### src/verilog/uart_modem_pkg.sv
// Constants shared by the modem, interrupt and baud block.
// Assumes an 8-bit host bus with three address lines.
package uart_modem_pkg;
    // ====================================================
    // Register offsets
    localparam logic [2:0] OFF_DATA   = 3'h0;
    localparam logic [2:0] OFF_IEN    = 3'h1;
    localparam logic [2:0] OFF_IID    = 3'h2;
    localparam logic [2:0] OFF_LCTL   = 3'h3;
    localparam logic [2:0] OFF_MCTL   = 3'h4;
    localparam logic [2:0] OFF_LSTAT  = 3'h5;
    localparam logic [2:0] OFF_MSTAT  = 3'h6;
    localparam logic [2:0] OFF_SCR    = 3'h7;
    // ====================================================
    // Field positions
    localparam int MC_DTR   = 0;
    localparam int MC_RTS   = 1;
    localparam int MC_FIRST_USER_OUTPUT  = 2;
    localparam int MC_SECOND_USER_OUTPUT  = 3;
    localparam int MC_LOOP  = 4;
    localparam int LC_DIVSEL = 7;
    // ====================================================
    // Reset values
    localparam logic [7:0]  MCTL_RST  = 8'h00;
    localparam logic [7:0]  IEN_RST   = 8'h00;
    localparam logic [7:0]  LCTL_RST  = 8'h00;
    localparam logic [15:0] DIV_RST   = 16'h0001;
    // ====================================================
    // Identification codes
    localparam logic [1:0] ID_LINE  = 2'h3;
    localparam logic [1:0] ID_RXD   = 2'h2;
    localparam logic [1:0] ID_THRE  = 2'h1;
    localparam logic [1:0] ID_MODEM = 2'h0;
    // Fifo depth default
    localparam int FIFO_DEPTH = 16;
endpackage : uart_modem_pkg

### src/verilog/fifo_if.sv
// Handshake carrier between the top block and its byte fifo.
// Assumes both ends run on the same clock.
`timescale 1ns/100ps
interface fifo_if #(parameter int W = 8);
    logic         in_valid;
    logic         in_ready;
    logic [W-1:0] in_data;
    logic         out_valid;
    logic         out_ready;
    logic [W-1:0] out_data;
    modport src (output in_valid, in_data, input in_ready,
                 input out_valid, out_data, output out_ready);
    modport fifo (input in_valid, in_data, output in_ready,
                  output out_valid, out_data, input out_ready);
endinterface : fifo_if

### src/verilog/uart_modem_irq_baud.sv
// Modem control, modem status, interrupt ranking and baud divider.
// Assumes an 8-bit strobed host bus in the CLK domain; modem pins
// are asynchronous and are synchronised here.
`timescale 1ns/100ps
module uart_modem_irq_baud #(
    parameter int DEPTH = uart_modem_pkg::FIFO_DEPTH
) (
    input  wire logic       CLK,
    input  wire logic       RST,
    input  wire logic [2:0] ADDR,
    input  wire logic       RD_N,
    input  wire logic       WR_N,
    input  wire logic [7:0] DIN,
    output logic      [7:0] DOUT,
    output logic            DOUT_EN,
    input  wire logic       CTS_N,
    input  wire logic       DSR_N,
    input  wire logic       RI_N,
    input  wire logic       DCD_N,
    output logic            DTR_N,
    output logic            RTS_N,
    output logic            FIRST_USER_OUTPUT_N,
    output logic            SECOND_USER_OUTPUT_N,
    output logic            INTR,
    output logic            BAUD_TICK,
    input  wire logic       SERIAL_INPUT,
    output logic            SERIAL_OUTPUT,
    output logic            LOOP_SERIAL,
    input  wire logic       TX_SHIFT_OUT,
    output logic      [7:0] TX_DATA,
    output logic            TX_VALID,
    input  wire logic       TX_READY,
    input  wire logic       TX_DONE,
    input  wire logic       RX_AVAIL,
    input  wire logic [7:0] RX_DATA,
    input  wire logic [3:0] RX_ERR,
    output logic            RX_READ
);
    initial begin
        if (DEPTH < 2)
            $error("DEPTH too small");
    end
    typedef struct packed {
        logic [7:0]  mctl;
        logic [7:0]  ien;
        logic [7:0]  lctl;
        logic [7:0]  scr;
        logic [15:0] div;
        logic [15:0] cnt;
        logic        tick;
        logic [3:0]  dmsr;
        logic [3:0]  lerr;
        logic        thre;
        logic        thre_irq;
        logic        rx_sw;
        logic [11:0] sync;
        logic [3:0]  mprev;
        logic [2:0]  rd_s;
        logic [2:0]  wr_s;
        logic [7:0]  dout;
        logic        dout_en;
        logic        intr;
        logic [3:0]  mout_n;
        logic        serial_output;
        logic        rx_read;
        logic        loopser;
    } state_t;
    state_t st_r, st_nxt;
    fifo_if #(.W(8)) txq ();
    byte_fifo #(.W(8), .DEPTH(DEPTH)) u_fifo (
        .CLK  (CLK),
        .RST  (RST),
        .port (txq.fifo)
    );
    logic       loopb, rd_p, wr_p, divsel, rx_flag;
    logic [3:0] mins, pins, chg;
    logic [2:0] pend;
    logic       any_pend, msr_pend;
    logic [1:0] top_id;
    logic [7:0] rdat;
    // ====================================================
    // Bus strobes, sources and ranking
    always_comb begin
        loopb  = st_r.mctl[uart_modem_pkg::MC_LOOP];
        divsel = st_r.lctl[uart_modem_pkg::LC_DIVSEL];
        rd_p   = st_r.rd_s[2] && !st_r.rd_s[1];
        wr_p   = st_r.wr_s[2] && !st_r.wr_s[1];
        // Pin levels as cts, dsr, ri, dcd, active high; settle on 2 = 3
        pins = st_r.mprev;
        for (int i = 0; i < 4; i++) begin
            if (st_r.sync[4+i] == st_r.sync[8+i])
                pins[i] = !st_r.sync[8+i];
        end
        // Loopback order: rts, dtr, first_user_output, second_user_output
        mins = loopb ? {st_r.mctl[3], st_r.mctl[2],
                        st_r.mctl[0], st_r.mctl[1]} : pins;
        chg = {mins[3] ^ st_r.mprev[3], st_r.mprev[2] && !mins[2],
               mins[1] ^ st_r.mprev[1], mins[0] ^ st_r.mprev[0]};
        rx_flag  = RX_AVAIL || st_r.rx_sw;
        msr_pend = |st_r.dmsr;
        pend = {|st_r.lerr && st_r.ien[2], rx_flag && st_r.ien[0],
                st_r.thre_irq && st_r.ien[1]};
        any_pend = |pend || (msr_pend && st_r.ien[3]);
        if (pend[2])
            top_id = uart_modem_pkg::ID_LINE;
        else if (pend[1])
            top_id = uart_modem_pkg::ID_RXD;
        else if (pend[0])
            top_id = uart_modem_pkg::ID_THRE;
        else
            top_id = uart_modem_pkg::ID_MODEM;
        case (ADDR)
            uart_modem_pkg::OFF_DATA:
                rdat = divsel ? st_r.div[7:0] : RX_DATA;
            uart_modem_pkg::OFF_IEN:
                rdat = divsel ? st_r.div[15:8] : {4'h0, st_r.ien[3:0]};
            uart_modem_pkg::OFF_IID:
                rdat = {5'h00, top_id, !any_pend};
            uart_modem_pkg::OFF_LCTL:  rdat = st_r.lctl;
            uart_modem_pkg::OFF_MCTL:  rdat = {3'h0, st_r.mctl[4:0]};
            uart_modem_pkg::OFF_LSTAT:
                rdat = {1'b0, st_r.thre && txq.out_valid == 1'b0,
                        st_r.thre, st_r.lerr, rx_flag};
            uart_modem_pkg::OFF_MSTAT:
                rdat = {mins[3], mins[2], mins[1], mins[0],
                        st_r.dmsr};
            default: rdat = st_r.scr;
        endcase
    end
    // ====================================================
    // Next state
    always_comb begin
        st_nxt = st_r;
        st_nxt.sync  = {st_r.sync[7:0], !DCD_N, !RI_N, !DSR_N, !CTS_N};
        st_nxt.sync[3:0] = {DCD_N, RI_N, DSR_N, CTS_N};
        st_nxt.rd_s  = {st_r.rd_s[1:0], RD_N};
        st_nxt.wr_s  = {st_r.wr_s[1:0], WR_N};
        st_nxt.mprev = mins;
        st_nxt.rx_read = 1'b0;
        st_nxt.dmsr  = st_r.dmsr;
        if (rd_p && ADDR == uart_modem_pkg::OFF_MSTAT)
            st_nxt.dmsr = 4'h0;
        st_nxt.dmsr = st_nxt.dmsr | chg;
        if (rd_p && ADDR == uart_modem_pkg::OFF_LSTAT)
            st_nxt.lerr = 4'h0;
        st_nxt.lerr = st_nxt.lerr | RX_ERR;
        if (rd_p && ADDR == uart_modem_pkg::OFF_IID
            && top_id == uart_modem_pkg::ID_THRE && pend == 3'b001)
            st_nxt.thre_irq = 1'b0;
        if (rd_p && ADDR == uart_modem_pkg::OFF_DATA && !divsel) begin
            st_nxt.rx_read = RX_AVAIL;
            st_nxt.rx_sw   = 1'b0;
        end
        if (TX_DONE && !txq.out_valid) begin
            st_nxt.thre     = 1'b1;
            st_nxt.thre_irq = 1'b1;
        end
        if (wr_p) begin
            case (ADDR)
                uart_modem_pkg::OFF_DATA:
                    if (divsel) begin
                        st_nxt.div[7:0] = DIN;
                        st_nxt.cnt = {st_r.div[15:8], DIN};
                    end else if (txq.in_ready) begin
                        st_nxt.thre     = 1'b0;
                        st_nxt.thre_irq = 1'b0;
                    end
                uart_modem_pkg::OFF_IEN:
                    if (divsel) begin
                        st_nxt.div[15:8] = DIN;
                        st_nxt.cnt = {DIN, st_r.div[7:0]};
                    end else
                        st_nxt.ien = {4'h0, DIN[3:0]};
                uart_modem_pkg::OFF_LCTL:  st_nxt.lctl = DIN;
                uart_modem_pkg::OFF_MCTL:  st_nxt.mctl = {3'h0, DIN[4:0]};
                uart_modem_pkg::OFF_LSTAT:
                    if (loopb) begin
                        st_nxt.lerr  = DIN[4:1];
                        st_nxt.rx_sw = DIN[0];
                        st_nxt.thre  = DIN[5];
                        st_nxt.thre_irq = DIN[5];
                    end
                uart_modem_pkg::OFF_MSTAT:
                    if (loopb)
                        st_nxt.dmsr = DIN[3:0];
                uart_modem_pkg::OFF_SCR:   st_nxt.scr = DIN;
                default: st_nxt.scr = st_r.scr;
            endcase
        end
        // Divider, reload wins over count
        st_nxt.tick = 1'b0;
        if (!(wr_p && divsel && ADDR[2:1] == 2'b00)) begin
            if (st_r.cnt <= 16'h0001) begin
                st_nxt.cnt  = (st_r.div == 16'h0000) ? 16'h0001 : st_r.div;
                st_nxt.tick = 1'b1;
            end else
                st_nxt.cnt = st_r.cnt - 16'h0001;
        end
        if (rd_p)
            st_nxt.dout = rdat;
        st_nxt.dout_en = !st_r.rd_s[1];
        st_nxt.intr = any_pend && st_r.mctl[uart_modem_pkg::MC_SECOND_USER_OUTPUT];
        st_nxt.mout_n = loopb ? 4'hf : ~st_r.mctl[3:0];
        st_nxt.serial_output    = loopb ? 1'b1 : TX_SHIFT_OUT;
        st_nxt.loopser = loopb ? TX_SHIFT_OUT : SERIAL_INPUT;
    end
    always_ff @(posedge CLK or posedge RST) begin
        if (RST) begin
            st_r        <= '0;
            st_r.mctl   <= uart_modem_pkg::MCTL_RST;
            st_r.ien    <= uart_modem_pkg::IEN_RST;
            st_r.lctl   <= uart_modem_pkg::LCTL_RST;
            st_r.div    <= uart_modem_pkg::DIV_RST;
            st_r.cnt    <= uart_modem_pkg::DIV_RST;
            st_r.thre   <= 1'b1;
            st_r.rd_s   <= 3'h7;
            st_r.wr_s   <= 3'h7;
            st_r.sync   <= 12'hfff;
            st_r.mout_n <= 4'hf;
            st_r.serial_output   <= 1'b1;
            st_r.loopser <= 1'b1;
        end else
            st_r <= st_nxt;
    end
    // ====================================================
    // Transmit queue and outputs
    assign txq.in_valid  = wr_p && ADDR == uart_modem_pkg::OFF_DATA && !divsel;
    assign txq.in_data   = DIN;
    assign txq.out_ready = TX_READY;
    assign TX_DATA   = txq.out_data;
    assign TX_VALID  = txq.out_valid;
    assign DOUT      = st_r.dout;
    assign DOUT_EN   = st_r.dout_en;
    assign DTR_N     = st_r.mout_n[0];
    assign RTS_N     = st_r.mout_n[1];
    assign FIRST_USER_OUTPUT_N    = st_r.mout_n[2];
    assign SECOND_USER_OUTPUT_N    = st_r.mout_n[3];
    assign INTR      = st_r.intr;
    assign BAUD_TICK = st_r.tick;
    assign SERIAL_OUTPUT = st_r.serial_output;
    assign LOOP_SERIAL   = st_r.loopser;
    assign RX_READ   = st_r.rx_read;
    // ====================================================
    // Checks
    dtr_drive_a: assert property (@(posedge CLK) disable iff (RST)
        !loopb |=> DTR_N == !$past(st_r.mctl[0]))
        else $error("dtr does not follow control");
    rts_drive_a: assert property (@(posedge CLK) disable iff (RST)
        !loopb |=> RTS_N == !$past(st_r.mctl[1]))
        else $error("rts does not follow control");
    intr_gate_a: assert property (@(posedge CLK) disable iff (RST)
        !st_r.mctl[3] |=> !INTR)
        else $error("interrupt not gated");
    loop_pins_a: assert property (@(posedge CLK) disable iff (RST)
        loopb |=> (st_r.mout_n == 4'hf) && SERIAL_OUTPUT)
        else $error("pins not parked in loopback");
    msr_clear_a: assert property (@(posedge CLK) disable iff (RST)
        rd_p && ADDR == uart_modem_pkg::OFF_MSTAT && chg == 4'h0
        && !wr_p |=> st_r.dmsr == 4'h0)
        else $error("change bits not cleared");
    iid_top_a: assert property (@(posedge CLK) disable iff (RST)
        pend[2] |-> top_id == 2'h3)
        else $error("line status not ranked first");
    intr_follow_a: assert property (@(posedge CLK) disable iff (RST)
        any_pend && st_r.mctl[3] |=> INTR)
        else $error("interrupt not raised");
    div_reload_a: assert property (@(posedge CLK) disable iff (RST)
        wr_p && divsel && ADDR == uart_modem_pkg::OFF_DATA
        |=> st_r.cnt == {st_r.div[15:8], $past(DIN)})
        else $error("divider not reloaded");
endmodule : uart_modem_irq_baud

### src/verilog/byte_fifo.sv
// Flip-flop fifo with valid and ready on both sides.
// Assumes a single clock and asynchronous active-high reset.
`timescale 1ns/100ps
module byte_fifo #(
    parameter int W     = 8,
    parameter int DEPTH = 16
) (
    input  wire logic CLK,
    input  wire logic RST,
    fifo_if.fifo      port
);
    localparam int AW = $clog2(DEPTH);
    initial begin
        if (DEPTH < 2 || (1 << AW) != DEPTH)
            $error("DEPTH must be a power of two");
    end
    typedef struct packed {
        logic [DEPTH-1:0][W-1:0] mem;
        logic [AW-1:0]           wp;
        logic [AW-1:0]           rp;
        logic [AW:0]             cnt;
    } fifo_st_t;
    fifo_st_t st_r, st_nxt;
    logic push, pop;
    // ====================================================
    // Storage and pointers
    always_comb begin
        push = port.in_valid && (st_r.cnt != (AW+1)'(DEPTH));
        pop  = port.out_ready && (st_r.cnt != '0);
        st_nxt = st_r;
        if (push) begin
            st_nxt.mem[st_r.wp] = port.in_data;
            st_nxt.wp = st_r.wp + 1'b1;
        end
        if (pop)
            st_nxt.rp = st_r.rp + 1'b1;
        st_nxt.cnt = st_r.cnt + (AW+1)'(push) - (AW+1)'(pop);
    end
    always_ff @(posedge CLK or posedge RST) begin
        if (RST)
            st_r <= '0;
        else
            st_r <= st_nxt;
    end
    assign port.in_ready  = st_r.cnt != (AW+1)'(DEPTH);
    assign port.out_valid = st_r.cnt != '0;
    assign port.out_data  = st_r.mem[st_r.rp];
    count_range_a: assert property (@(posedge CLK) disable iff (RST)
        st_r.cnt <= (AW+1)'(DEPTH))
        else $error("fifo count above depth");
endmodule : byte_fifo

### config.mk
export PLATFORM = sky130hd
export DESIGN_NAME = uart_modem_irq_baud
export DESIGN_NICKNAME = d
export VERILOG_FILES = /design/src/verilog/uart_modem_pkg.sv /design/src/verilog/fifo_if.sv /design/src/verilog/uart_modem_irq_baud.sv /design/src/verilog/byte_fifo.sv
export SDC_FILE = /design/constraint.sdc
export NUM_CORES = 1
export LEC_CHECK = 0
export BUFFER_PORTS_ARGS = -buffer_cell sky130_fd_sc_hd__buf_2
export CAP_MARGIN = 20
export CORE_MARGIN = 2
export CORE_UTILIZATION = 40
export CTS_CLUSTER_SIZE = 30
export DETAILED_ROUTE_END_ITERATION = 10
export SYNTH_ARGS = -nofsm -noshare
export SYNTH_HDL_FRONTEND = slang
export SYNTH_SLANG_ARGS = --single-unit
### constraint.sdc
create_clock -name CLK -period 10.1 [get_ports CLK]
set_clock_uncertainty 0.15 [all_clocks]
set_input_delay 1.01 -clock CLK [delete_from_list [all_inputs] [get_ports CLK]]
set_output_delay 1.01 -clock CLK [all_outputs]
set_load 0.02 [all_outputs]
==> results.ini <==
[status]
outcome = finished, final reports clean

[critical_path]
cp_cell_sequence = buf_4 -> mux4_2 -> mux4_2 -> buf_2
worstPathArrival_ns = 2.81
end_kind = primary output
worst-r2r-setup-slack_ns = 6.75
path_class = reg2out
rr_worst_depth = 13
critPathMostFrequentCell = mux4_2
cp_data_required_time_ns = 8.94
max_stage_delay_ns = 0.65
r2r-end = u_fifo.st_r[4]
worst-path-max-fanout = 35
crit_path_start_kind = register
critPathSlowestCell = mux4_2
regToRegStartpoint = u_fifo.st_r[2]

[synthesis]
synthXorXnorAreaFrac_pct = 1.74
async_flop_share_pct = 100
synth_top_family_by_area = multiplexers
synth-seq-cells = 249
synth_compound_area_share_pct = 6.96
synth_enable_flop_cells = 0
synthCells = 891
synthSimpleGateAreaFrac_pct = 8.46
synth_mux_area_share_pct = 23.8
synth_nets = 941
synth_cell_type_count = 59
synthAdderAreaFrac_pct = 1.92
avgSynthCellArea_um2 = 13.0
yosys_warnings = 0
synth.cell_area_mm2 = 0.0116
synth_seq_area_share_pct = 54.0
synth_flop_cell = dfrtp_1

[die]
fp.dieW_um = 174
num_io_pins = 63
die_h_um = 174
std_cell_rows = 62
start_util_pct = 40.5
core_mm2 = 0.0286
dieArea_mm2 = 0.0304

[global_route]
antenna_found_initial = 0
track_usage_pct = 18.7
grt_max_degree = 110
grt_pass1_vias = 7408
grt-ovfl-total = 0
grt_pass1_wl_mm = 44.4

[timing]
slew_violations = 0
slew_headroom_pct = 36.6
rsz0062_at_grt = no
fin_setup_tns_ns = 0
post-route-period-util_pct = 39.3
hold_violations = 0
setup_viol_count_final = 0
worst_slew_pin_slew_ns = 0.950
min_period_ns = 3.97
fmax_ghz = 0.252

[route]
wl_per_cell_um = 20.7
avgViaCountPerCell = 5.42
drtPass1Iterations = 5
ant_nets = 0
vias = 7245
wirelength_mm = 27.7
first_iter_violations = 475
route.detailed.drc = 0

[clocking]
root_buffer = clkbuf_16
cts.clk_slew.worst_paths_ns = 0.06
h-tree-depth = 1
cts_resized = 0
postCtsHoldBufs = 0
cts_tree = built
cts.path.max_buffers = 3
post_cts_buffers = 0
clk_latency_ns = 0.53
clock_sinks = 249
cts_buffers = 28

[worst_hold_path]
whs_path_depth = 0
hold_class = reg2reg
hold_end = st_nxt[38]
min_from = st_nxt[34]

[power_and_ir_drop]
leakage_nw = 6.26
power_density_mw_per_mm2 = 237
peakVddDrop_uv = 159
design_power_total_mw = 3.10

[layout]
fill_cells = 2618
drive_above_1_share_pct = 30.9
post-route-util_pct = 45.8
area.growth.synth_to_final_pct = 13.1
antenna_cells = 0
final_cell_mix = dfrtp_1 (221), mux2_2 (93), nand2_1 (72), mux2_1 (64), buf_2 (62)
final_nets = 980
final_common_cell = dfrtp_1

[flow_run]
maxCapViolations = 0

[placed_design]
gp_congestion = 0.839
hpwl_mm = 18.3
io_buffers = 62

-- per-layer routing --
metal  wire length, µm  GRT usage, %  vias up
met3              1230          2.58       32
met2             12900          29.5      152
met4               451          4.10        0
met5                 0             0        -
li1                  -             -     3312
met1             13200          27.7     3749
-- final cells by class --
class                   instances  area, µm²  area share, %
clock buffers                  45        888           6.77
well taps                     384        480           3.66
repair buffers                 70        370           2.82
flip-flops and latches        249       6270           47.8
clock inverters                 7       38.8          0.296
inverters                      24       97.6          0.744
multi-input cells             557       4970           37.9
-- power by group --
group          internal [mW]  switching [mW]
Sequential              1.19           0.163
Combinational          0.360           0.385
Clock                  0.600           0.400
Total                   2.16           0.948
-- logic make-up after synthesis --
family,count (synthesis)
xor+xnor,23
mux,206
compound gates,120
fa+ha+maj,18
flops,249
simple gates,190
buf+inv,85
-- worst max-delay path, delay by kind of cell, from the launching register on --
| kind | cells | cell delay (ns) |
|---|---|---|
| multiplexers | 2 | 1.15 |
| buffers and inverters | 2 | 0.74 |
| flip-flops | 1 | 0.35 |
-- metrics by stage --
stage	cells	worst slack, ns	hold slack (ns)	instance area, µm²
floorplan	891	2.14	0.195	11600
global placement	1284	6.53	0.196	12200
detailed placement	1284	6.45	0.197	12200
CTS	1336	6.06	0.202	13100
global route	1336	5.98	0.202	13100
finish	1336	6.13	0.199	13100
-- synthesized netlist by cell type, types with 3 or more instances --
master      n  area, µm²
a211oi_1    4       30.0
inv_1      23       86.3
mux2i_1     9       90.1
and3_1      7       43.8
a21o_1     11       82.6
clkbuf_1   42        158
nand2_1    72        270
o21ai_0    28        140
nor2b_1     9       56.3
dfrtp_1   222       5560
dfstp_2    27        709
and2_1      9       56.3
nor2_1     22       82.6
nand2_4     8       90.1
ha_1       13        163
nor3_1      9       45.0
a22o_1      4       35.0
xnor2_1    15        131
xor2_1      8       70.1
a21oi_1    25        125
nand2b_1    7       43.8
nor3b_1     3       22.5
nand2_2     4       25.0
a221o_1     8       80.1
a31oi_1     6       37.5
o211ai_1    4       30.0
maj3_1      4       40.0
nand3_1    18       90.1
a22oi_1     4       30.0
o221ai_1    4       35.0
o22ai_1     6       37.5
nor4_1      6       37.5
mux4_2     40        901
nand4_1     6       37.5
buf_1       8       30.0
mux2_2     93       1050
buf_4      10       75.1
mux2_1     64        721
-- registers in the layout (all words and copies together) (netlist names) --
register,cells
st_nxt,12
RX_READ,1
st_r,76
u_fifo.st_r,141
DTR_N,1
RTS_N,1
BAUD_TICK,1
INTR,1
divsel,1
DOUT_EN,1
FIRST_USER_OUTPUT_N,1
loopb,1
LOOP_SERIAL,1
SERIAL_OUTPUT,1
SECOND_USER_OUTPUT_N,1
DOUT,8
-- worst max path at each step --
stage	start	endpoint	slack, ns
finish	u_fifo.st_r[5]	TX_DATA[3]	6.13
global route	u_fifo.st_r[5]	TX_DATA[0]	5.98
CTS	u_fifo.st_r[5]	TX_DATA[0]	6.06
detailed placement	ADDR[1]	u_fifo.st_r[122]	6.45
global placement	ADDR[1]	u_fifo.st_r[122]	6.53
floorplan	RST	BAUD_TICK	2.14
Power figures use the tool's default switching activity.
